`config.mk`:
```
export PLATFORM = sky130hd
export DESIGN_NAME = acs_seq
export DESIGN_NICKNAME = d
export VERILOG_FILES = /design/src/acs_pkg.sv /design/src/acs_pin_if.sv /design/src/acs_pin_sync.sv /design/src/acs_seq.sv
export VERILOG_INCLUDE_DIRS = /design/src /design/src/src
export SDC_FILE = /design/constraint.sdc
export NUM_CORES = 1
export LEC_CHECK = 0
export BUFFER_PORTS_ARGS = -buffer_cell sky130_fd_sc_hd__buf_2
export CORE_MARGIN = 1
export CORE_UTILIZATION = 50
export CTS_CLUSTER_SIZE = 12
export DETAILED_ROUTE_END_ITERATION = 7
export MAX_ROUTING_LAYER = met4
export PLACE_DENSITY = 0.7
export SLEW_MARGIN = 0
export SYNTH_ARGS = -nofsm -noshare
export SYNTH_HDL_FRONTEND = slang
export SYNTH_SLANG_ARGS = --single-unit
export TNS_END_PERCENT = 5
```
`constraint.sdc`:
```
create_clock -name clk_i -period 2.4 [get_ports clk_i]
set_input_delay 0.24 -clock clk_i [delete_from_list [all_inputs] [get_ports clk_i]]
set_output_delay 0.24 -clock clk_i [all_outputs]
set_load 0.02 [all_outputs]
```
`src/acs_regs.svh`:
```
// Field positions, encodings, reset values and cycle counts of the sequencer
`ifndef ACS_REGS_SVH
`define ACS_REGS_SVH

`define ACS_CFG_W 8
`define ACS_ACQ_LSB 0
`define ACS_ACQ_MSB 1
`define ACS_SYNC_BIT 2
`define ACS_BW_BIT 3
`define ACS_CMD_LSB 4
`define ACS_CMD_MSB 7
`define ACS_CFG_RST 8'h54

`define ACS_CMD_START 4'h1
`define ACS_CMD_CAL 4'h2
`define ACS_CMD_ZERO 4'h3
`define ACS_CMD_ABORT 4'h4
`define ACS_CMD_STANDBY 4'h5

`define ACS_ACQ_SEL0 16'h0009
`define ACS_ACQ_SEL1 16'h000f
`define ACS_ACQ_SEL2 16'h002f
`define ACS_ACQ_SEL3 16'h004f
`define ACS_CONV_CYC 44
`define ACS_CAL_CYC 4000
`define ACS_ZERO_CYC 80

`define ACS_RES_W 13
`define ACS_PIN_W 18
`define ACS_PIN_WR 0
`define ACS_PIN_RD 1
`define ACS_PIN_CS 2
`define ACS_PIN_TRIG 3
`define ACS_PIN_STRAP 4
`define ACS_PIN_DATA 5
`define ACS_PIN_RST 18'h00007

`endif

```
`src/acs_pkg.sv`:
```
// Types shared by the sequencer modules
package acs_pkg;
  typedef enum logic [2:0] {
    ACS_ST_STBY,
    ACS_ST_IDLE,
    ACS_ST_CAL,
    ACS_ST_ZERO,
    ACS_ST_ACQ,
    ACS_ST_ARMED,
    ACS_ST_CONV
  } acs_state_t;
endpackage

```
`src/acs_pin_if.sv`:
```
// Filtered pin levels passed from the synchroniser to the sequencer
`timescale 1ns/1ps
`default_nettype none
interface acs_pin_if #(parameter int W = 18);
  logic [W-1:0] lvl;
  logic [W-1:0] prv;
  modport src (output lvl, output prv);
  modport dst (input lvl, input prv);
endinterface
`default_nettype wire

```
`src/acs_pin_sync.sv`:
```
// Three-stage pin synchroniser with agreement filter
`timescale 1ns/1ps
`default_nettype none
module acs_pin_sync #(
  parameter int W = 18,
  parameter logic [W-1:0] RST_VAL = '0
) (
  input wire logic clk_i, // Converter clock
  input wire logic rst_i, // Sync reset, high
  input wire logic [W-1:0] pins_i, // Raw pins
  acs_pin_if.src pins // Filtered levels
);
  logic [W-1:0] s1_q, s2_q, s3_q, lvl_q, prv_q;
  logic [W-1:0] s1_d, s2_d, s3_d, lvl_d, prv_d;

  always_comb begin
    s1_d = pins_i;
    s2_d = s1_q;
    s3_d = s2_q;
    prv_d = lvl_q;
    lvl_d = lvl_q;
    for (int i = 0; i < W; i++) begin
      // A change counts once stages two and three agree
      if (s2_q[i] == s3_q[i]) begin
        lvl_d[i] = s3_q[i];
      end
    end
  end

  always_ff @(posedge clk_i) begin
    if (rst_i) begin
      s1_q <= RST_VAL;
      s2_q <= RST_VAL;
      s3_q <= RST_VAL;
      lvl_q <= RST_VAL;
      prv_q <= RST_VAL;
    end else begin
      s1_q <= s1_d;
      s2_q <= s2_d;
      s3_q <= s3_d;
      lvl_q <= lvl_d;
      prv_q <= prv_d;
    end
  end

  assign pins.lvl = lvl_q;
  assign pins.prv = prv_q;
endmodule
`default_nettype wire

```
`src/acs_seq.sv`:
```
// Command and conversion sequencer of a sampling converter
//
// How it works
// - Cal/zero write raises ready, falls when done
// - 8-bit self-timed: second read starts acquisition
// - Trigger pin driven high after acquisition
// - Conversion end drops ready and trigger
// - 8-bit reads: low byte then high
// - Second read restarts when start held
// - 13-bit read returns all, starts acquisition
// - New config accepted on any write, even mid-conversion
// - External mode ignores acquisition select
// - External 8-bit: trigger or second read
// - External 13-bit: trigger or read raises ready
// - Only trigger rise starts external conversion
// - External acquisition lasts until trigger rise
// - Abort cancels work, drives ready low
// - Abort leaves standby
// - Standby at reset; other command exits
// - Acquisition of 9, 15, 47, 79 cycles
// - Strap picks write strobe edge
// - Bus width is 8 bits after reset
`include "acs_regs.svh"
`timescale 1ns/1ps
`default_nettype none
module acs_seq #(
  parameter int CONV_CYC = `ACS_CONV_CYC,
  parameter int CAL_CYC = `ACS_CAL_CYC,
  parameter int ZERO_CYC = `ACS_ZERO_CYC
) (
  input wire logic clk_i, // Converter clock, 100 MHz
  input wire logic rst_i, // Sync reset, high
  input wire logic cs_n_i, // Chip select, low
  input wire logic rd_n_i, // Read strobe, low
  input wire logic wr_n_i, // Write strobe, low
  input wire logic write_edge_strap_i, // 1: latch on falling edge
  input wire logic [12:0] data_i, // Bus data in
  output logic [12:0] data_o, // Bus data out
  output logic data_oe_o, // Bus drive enable
  input wire logic trig_i, // Sample trigger pin in
  output logic trig_o, // Sample trigger pin out
  output logic trig_oe_o, // Sample trigger drive enable
  output logic ready_n_o, // Ready flag, low when ready
  input wire logic [12:0] result_i // Converter core result
);
  acs_pin_if #(.W(`ACS_PIN_W)) pins ();

  acs_pin_sync #(.W(`ACS_PIN_W), .RST_VAL(`ACS_PIN_RST)) u_sync (
    .clk_i(clk_i),
    .rst_i(rst_i),
    .pins_i({data_i, write_edge_strap_i, trig_i, cs_n_i, rd_n_i, wr_n_i}),
    .pins(pins)
  );

  acs_pkg::acs_state_t state_q, state_d;
  logic [15:0] cnt_q, cnt_d;
  logic [7:0] cfg_q, cfg_d;
  logic [12:0] res_q, res_d;
  logic [12:0] dout_q, dout_d;
  logic ptr_q, ptr_d;
  logic rdy_q, rdy_d;
  logic trg_q, trg_d;
  logic cs_hold, wr_rise, wr_fall, rd_rise, trig_rise;
  logic wr_evt, rd_evt, read_go, bw, sync_mode, start_held;
  logic [3:0] wcmd;
  logic [7:0] wdata;
  logic [15:0] acq_cyc;

  assign cs_hold = ~pins.prv[`ACS_PIN_CS];
  assign wr_rise = pins.lvl[`ACS_PIN_WR] & ~pins.prv[`ACS_PIN_WR];
  assign wr_fall = ~pins.lvl[`ACS_PIN_WR] & pins.prv[`ACS_PIN_WR];
  assign rd_rise = pins.lvl[`ACS_PIN_RD] & ~pins.prv[`ACS_PIN_RD];
  assign trig_rise = pins.lvl[`ACS_PIN_TRIG] & ~pins.prv[`ACS_PIN_TRIG];
  assign wr_evt = cs_hold & (pins.lvl[`ACS_PIN_STRAP] ? wr_fall : wr_rise);
  assign rd_evt = cs_hold & rd_rise;
  assign wdata = pins.prv[`ACS_PIN_DATA +: 8];
  assign wcmd = wdata[`ACS_CMD_MSB:`ACS_CMD_LSB];
  assign bw = cfg_q[`ACS_BW_BIT];
  assign sync_mode = cfg_q[`ACS_SYNC_BIT];
  assign start_held = cfg_q[`ACS_CMD_MSB:`ACS_CMD_LSB] == `ACS_CMD_START;
  // 13-bit: every read; 8-bit: second of a pair
  assign read_go = rd_evt & (bw | ptr_q);

  always_comb begin
    unique case (cfg_q[`ACS_ACQ_MSB:`ACS_ACQ_LSB])
      2'h0: acq_cyc = `ACS_ACQ_SEL0;
      2'h1: acq_cyc = `ACS_ACQ_SEL1;
      2'h2: acq_cyc = `ACS_ACQ_SEL2;
      2'h3: acq_cyc = `ACS_ACQ_SEL3;
    endcase
  end

  always_comb begin
    state_d = state_q;
    cnt_d = cnt_q;
    cfg_d = cfg_q;
    res_d = res_q;
    ptr_d = ptr_q;
    if (rd_evt) begin
      ptr_d = ~bw & ~ptr_q;
    end
    if (wr_evt) begin
      cfg_d = wdata;
      ptr_d = 1'b0;
      unique case (wcmd)
        `ACS_CMD_ABORT: state_d = acs_pkg::ACS_ST_IDLE;
        `ACS_CMD_STANDBY: state_d = acs_pkg::ACS_ST_STBY;
        `ACS_CMD_CAL: begin
          state_d = acs_pkg::ACS_ST_CAL;
          cnt_d = 16'(CAL_CYC);
        end
        `ACS_CMD_ZERO: begin
          state_d = acs_pkg::ACS_ST_ZERO;
          cnt_d = 16'(ZERO_CYC);
        end
        default: begin
          if (state_q == acs_pkg::ACS_ST_STBY) begin
            state_d = acs_pkg::ACS_ST_IDLE;
          end
        end
      endcase
    end else begin
      unique case (state_q)
        acs_pkg::ACS_ST_STBY: ;
        acs_pkg::ACS_ST_IDLE: begin
          if (start_held && sync_mode && trig_rise) begin
            state_d = acs_pkg::ACS_ST_CONV;
            cnt_d = 16'(CONV_CYC);
          end else if (start_held && read_go && sync_mode) begin
            state_d = acs_pkg::ACS_ST_ARMED;
          end else if (start_held && read_go) begin
            state_d = acs_pkg::ACS_ST_ACQ;
            cnt_d = acq_cyc;
          end
        end
        acs_pkg::ACS_ST_ARMED: begin
          if (trig_rise) begin
            state_d = acs_pkg::ACS_ST_CONV;
            cnt_d = 16'(CONV_CYC);
          end
        end
        acs_pkg::ACS_ST_ACQ: begin
          cnt_d = cnt_q - 16'h0001;
          if (cnt_q == 16'h0001) begin
            state_d = acs_pkg::ACS_ST_CONV;
            cnt_d = 16'(CONV_CYC);
          end
        end
        acs_pkg::ACS_ST_CONV: begin
          cnt_d = cnt_q - 16'h0001;
          if (cnt_q == 16'h0001) begin
            state_d = acs_pkg::ACS_ST_IDLE;
            res_d = result_i;
          end
        end
        acs_pkg::ACS_ST_CAL, acs_pkg::ACS_ST_ZERO: begin
          cnt_d = cnt_q - 16'h0001;
          if (cnt_q == 16'h0001) begin
            state_d = acs_pkg::ACS_ST_IDLE;
          end
        end
      endcase
    end
    rdy_d = state_d != acs_pkg::ACS_ST_IDLE;
    trg_d = ~cfg_d[`ACS_SYNC_BIT] & (state_d == acs_pkg::ACS_ST_CONV);
    if (bw) begin
      dout_d = res_q;
    end else if (ptr_q) begin
      dout_d = {5'h00, {3{res_q[12]}}, res_q[12:8]};
    end else begin
      dout_d = {5'h00, res_q[7:0]};
    end
  end

  always_ff @(posedge clk_i) begin
    if (rst_i) begin
      state_q <= acs_pkg::ACS_ST_STBY;
      cnt_q <= 16'h0000;
      cfg_q <= `ACS_CFG_RST;
      res_q <= 13'h0000;
      dout_q <= 13'h0000;
      ptr_q <= 1'b0;
      rdy_q <= 1'b1;
      trg_q <= 1'b0;
    end else begin
      state_q <= state_d;
      cnt_q <= cnt_d;
      cfg_q <= cfg_d;
      res_q <= res_d;
      dout_q <= dout_d;
      ptr_q <= ptr_d;
      rdy_q <= rdy_d;
      trg_q <= trg_d;
    end
  end

  assign ready_n_o = rdy_q;
  assign trig_o = trg_q;
  assign trig_oe_o = ~sync_mode;
  assign data_o = dout_q;
  assign data_oe_o = ~pins.lvl[`ACS_PIN_CS] & ~pins.lvl[`ACS_PIN_RD];
endmodule
`default_nettype wire

```
==> metrics, run 1 <==
required time of the critical path 2.85 ns; worst rel slew slack 0.627; largest net degree at the start of global routing 49; Post-synth EDFFs 0; fin crit share 0.923; # H-tree levels 4; Die Wd 97.2 um; RSZ-0062 raised after global routing yes; Syn Area/Cell 9.16 um2; Routed WL per cell 13.3 um; clock sink count 120; Final Cell Area 5770 um2; cell area after synthesis 4530 um2; DR iter-0 viols 142; Area Growth Syn to Fin 27.6%; Slew @ Worst Pin 0.552 ns; Leakage 2.36 nW; Synth cell types 57; Gate Count Post-Synth 494; metal3 WL 322 um; Top FF cell, synth dfxtp_1; register area share after synthesis 0.531; outcome finished, final reports clean; CTS max path bufs 2; DPL Wire Length 5.83 mm; antenna violations before repair 0; Routed Antenna Nets 0; Async SR Flop Fraction 0; io pins 50; Max VDD drop 0.668 mV; antenna fix cells 0; GP Congestion 0.906; core area 8760 um2; Placed Area 4920 um2; # DRC 0; Max Freq 451 MHz; PwrDens 797 nW/um2; clock latency at the later pin of the worst-skew pair 0.52 ns; DR vias 3689; final setup fails 0; layout cells sized above 1 0.200; endpoint class of the critical path register; Overflow after GRT 0; PortBufs 44; vias in the first global route 3543; Util after Layout 0.659; critical path fanouts, max 14; first-pass GRT wire length 16.1 mm; number of max-cap violations 0; drt first pass iters 4; CTS tree built; row count 34; startpoint types register; All-Layer GR Usage 0.221; WS Path Type reg -> reg; Hold Vio Cnt, Final 0; Via density 5.28; Syn. warnings 0; Initial Utilization 0.517; fin crit period 2.22 ns; post-synthesis net count 529; Die Span Y 97.2 um; worst path arrival time 2.66 ns; WHS 0.161 ns; root buffer cell clkbuf_8; met2 WL 4.68 mm; Post-Route WL 9.30 mm; Worst Hold Class in -> reg; top routing layer used met4; clock slew at reported path FFs 0.06 ns; FF+latch count, synth 120; M1 WL 4.14 mm; non-filler cells, final 699; Setup Skew 0.00793 ns; die area 9440 um2; fin. max-slew vios 0; Final nets 613; placed cells 640; CTS Buf Count 17
## final timing paths
path / start / endpoint / depth (start not counted) / slack, ns
worst max-delay path: cfg_q[4] / cnt_q[13] / 7 / 0.18
worst min-delay path: rst_i / res_q[11] / 2 / 0.16
worst max register to register: cfg_q[4] / cnt_q[13] / 7 / 0.18
worst min register to register: u_sync.s1_q[1] / u_sync.s2_q[1] / 1 / 0.41
## critical path, stage by stage (launching register included)
cell and delay [ns]:
dfxtp_1 0.32, nor4b_1 0.14, buf_4 0.14, a221o_1 0.31, o211ai_2 0.35, and2_1 0.51, o21ai_0 0.20, a21oi_1 0.17
## synth_stat cells, drive strengths merged, types with 5 or more instances
master	count	area [um2]
nor3	9	45.0
nand2	55	206
clkbuf	18	67.6
dfxtp	120	2400
nor2b	43	269
mux2i	14	140
o31ai	5	37.5
a21oi	50	254
buf	5	26.3
o21ai	30	165
inv	6	22.5
o211ai	8	65.1
or2	15	93.8
nand2b	7	43.8
nor2	44	165
and2	7	43.8
nand3	7	35.0
## state kept, by name (all words and copies together), names as in the netlist
signal	flops
u_sync.s1_q	13
u_sync.s3_q	13
u_sync.s2_q	13
u_sync.pins.prv	12
cnt_q	16
cfg_q	8
ready_n_o	1
trig_o	1
res_q	13
data_o	13
u_sync.pins.lvl	13
state_q	3
ptr_q	1
## routing by layer
layer	up-vias	track usage
met2	70	0.371
met5	-	-
met1	1721	0.251
li1	1879	-
met4	0	0.0781
met3	19	0.0655
## cell type report
| type | count | area [um2] |
|---|---|---|
| clock buffers | 18 | 418 |
| clock inverters | 14 | 163 |
| fillers | 732 | 2990 |
| inverters | 6 | 22.5 |
| multi-input cells | 345 | 2020 |
| flip-flops and latches | 120 | 2400 |
| well taps | 108 | 135 |
| repair buffers | 88 | 618 |
## cell usage in the layout (no fill, tap or decap), types with 5 or more instances in the layout
cell type	netlist	final
o31ai_1	5	5
nor2_1	44	44
inv_6	0	6
and2_1	6	6
nor2b_1	43	43
a21oi_1	49	49
o211ai_1	7	7
buf_4	1	19
clkbuf_16	0	16
mux2i_1	14	14
nor3_1	9	9
inv_1	6	6
or2_2	15	15
o21ai_0	26	26
nand3_1	7	7
dlygate4sd3_1	0	26
dfxtp_1	120	120
nand2_1	55	55
buf_2	3	43
nand2b_1	7	7
## per-stage QoR
step | power (mW) | setup TNS [ns] | setup slack [ns]
after global placement | 2.15 | 0 | 0.235
final | 4.60 | 0 | 0.184
after global routing | 4.75 | -0.0194 | -0.0101
after floorplan | 2.12 | 0 | 0.361
after detailed placement | 2.15 | 0 | 0.180
after CTS | 4.65 | 0 | 0.165
## kinds of logic (layout without fill, tap and decap cells)
family / count (synthesis) / in the layout / synth area share
multiplexers: 14 / 14 / 0.0310
flip-flops: 120 / 120 / 0.531
AND/OR/NAND/NOR: 213 / 213 / 0.245
AO/OA/AOI/OAI: 113 / 113 / 0.156
adder cells (fa/ha/maj): 2 / 2 / 0.00553
buffers and inverters: 29 / 126 / 0.0257
XOR/XNOR: 3 / 3 / 0.00581
## power by group
group          leakage, nW  total (mW)  switching (mW)  internal (mW)
combinational         1.10       0.108          0.0455         0.0629
sequential           0.974        2.03         0.00967           2.02
clock                0.283        2.47           0.961           1.50
total                 2.36        4.60            1.02           3.59
## repair_timing
item                                    CTS  global route
hold endpoints to repair                 26             0
endpoints found under the setup margin    0             9
setup buffers                             0             1
hold buffers                             26             0
gates resized for setup                   0             1
No activity file was read; power rests on OpenSTA's default activity.
==> inputs of run 2 (changes only) <==
--- a/config.mk
+++ b/config.mk
@@ -13,6 +13,7 @@
 export DETAILED_ROUTE_END_ITERATION = 7
 export MAX_ROUTING_LAYER = met4
 export PLACE_DENSITY = 0.7
+export RECOVER_POWER = 100
 export SLEW_MARGIN = 0
 export SYNTH_ARGS = -nofsm -noshare
 export SYNTH_HDL_FRONTEND = slang
==> constraint.sdc (replaced) <==
create_clock -name clk_i -period 2.1 [get_ports clk_i]
set_input_delay 0.21 -clock clk_i [delete_from_list [all_inputs] [get_ports clk_i]]
set_output_delay 0.21 -clock clk_i [all_outputs]
set_load 0.02 [all_outputs]
==> metrics, run 2 (synthesis results as in run 1) <==
worst rel slew slack 0.698; Routed Antenna Nets 0; fin crit period 2.13 ns; outcome finished with violations; vias in the first global route 3761; core area 8760 um2; GP Congestion 0.864; All-Layer GR Usage 0.226; most frequent cells in the layout dfxtp_1, nand2_1, a21oi_1, nor2_1; PwrDens 880 nW/um2; DR iter-0 viols 221; clock latency at the later pin of the worst-skew pair 0.51 ns; Switching Fraction 0.211; switching pwr 1.12 mW; CTS tree built; # H-tree levels 4; Post-Route WL 9.86 mm; max FFs per register 16; antenna violations before repair 0; clock slew at reported path FFs 0.06 ns; DR vias 3824; number of max-cap violations 0; Routed WL per cell 13.7 um; row count 34; Area Growth Syn to Fin 33.6%; power share of the clock group 0.540; Top reg by flops cnt_q; Max Freq 469 MHz; die area 9440 um2; layout cells sized above 1 0.248; WS Path Type reg -> reg; fin crit share 1.01; Overflow after GRT 0; CP peak stage delay 0.48 ns; cell chain of the critical path or3_4 -> or4_4 -> o21ai_4 -> buf_4 -> a21oi_1 -> o21ai_0 -> a21oi_2; failing checks setup timing; critical path fanouts, max 6; Final Cell Area 6050 um2; commonest non-fill, non-tap cell in the layout dfxtp_1; Final nets 632; startpoint types register; Setup Skew 0.0117 ns; Max VDD drop 0.626 mV; # DRC 0; clock sink count 120; PortBufs 44; CP max stage cell or4_4; antenna fix cells 0; sequential power share 0.436; Slew @ Worst Pin 0.448 ns; drt first pass iters 5; Worst Hold Class in -> reg; Placed Area 5090 um2; root buffer cell clkbuf_8; Die Span Y 97.2 um; fin. max-slew vios 0; Initial Utilization 0.517; required time of the critical path 2.48 ns; Final Power 5.32 mW; CTS max path bufs 2; first-pass GRT wire length 16.7 mm; Die Wd 97.2 um; final setup fails 1; DPL Wire Length 6.24 mm; largest net degree at the start of global routing 52; internal power 4.20 mW; Via density 5.33; io pins 50; Combinational Power Share 0.024; Hold Vio Cnt, Final 0; CTS Buf Count 17; setup ws final -0.0310 ns; worst path arrival time 2.51 ns; Leakage 2.46 nW; RSZ-0062 raised after global routing yes; endpoint class of the critical path register
## run 2: timing repair
item                                   4_1_cts  5_1_grt
hold buffers                                26        0
setup endpoints to repair                    7       29
endpoints found under the hold margin       26        0
gates resized for setup                      3       24
pin swaps                                    0        6
buffers inserted                             0        1
## run 2: per-stage QoR
| stage | utilization | hold slack [ns] | setup TNS, ns | cells | worst slack, ns |
|---|---|---|---|---|---|
| after detailed placement | 0.580 | 0.392 | -0.0808 | 659 | -0.0260 |
| final | 0.690 | 0.109 | -0.0310 | 718 | -0.0310 |
| after floorplan | - | 0.314 | 0 | 494 | 0.0614 |
| after global routing | 0.690 | 0.115 | -0.288 | 718 | -0.135 |
| after global placement | 0.580 | 0.391 | 0 | 659 | 0.0498 |
| after CTS | 0.679 | 0.0878 | -0.00492 | 717 | -0.00492 |
## run 2: layout make-up
class                      instances  area (um2)
fill                             656        2710
sequential                       120        2410
multi-input combinational        345        2100
timing repair buffer             107         793
clock buffer                      19         422
clock inverter                    13         169
tap                              108         135
inverter                           6        22.5
## run 2: worst paths after layout
| kind | start | to | slack [ns] | cells past startpoint |
|---|---|---|---|---|
| hold reg to reg | u_sync.s1_q[1] | u_sync.s2_q[1] | 0.41 | 1 |
| hold / removal | rst_i | u_sync.pins.prv[3] | 0.11 | 2 |
| setup reg to reg | cnt_q[9] | cnt_q[15] | -0.03 | 7 |
| setup / recovery | cnt_q[9] | cnt_q[15] | -0.03 | 7 |
## run 2: critical path: cells and delay by family, from the launching register on
kind	cells	cell delay, ns
and+or+nand+nor	2	0.87
buffers and inverters	1	0.16
DFF	1	0.33
AOI/OAI and AO/OA	4	0.63
## run 2: power groups by stage
stage               clock [mW]  sequential (mW)  combinational (mW)
global placement             0             2.37              0.0870
detailed placement           0             2.37              0.0892
CTS                       2.92             2.32               0.126
global route              3.02             2.32               0.140
floorplan                    0             2.37              0.0518
finish                    2.87             2.32               0.128
## run 2: per-layer routing
| layer | track usage | share of wire |
|---|---|---|
| met1 | 0.255 | 0.44 |
| met2 | 0.381 | 0.50 |
| met3 | 0.0518 | 0.040 |
| met4 | 0.103 | 0.018 |
| met5 | - | 0 |
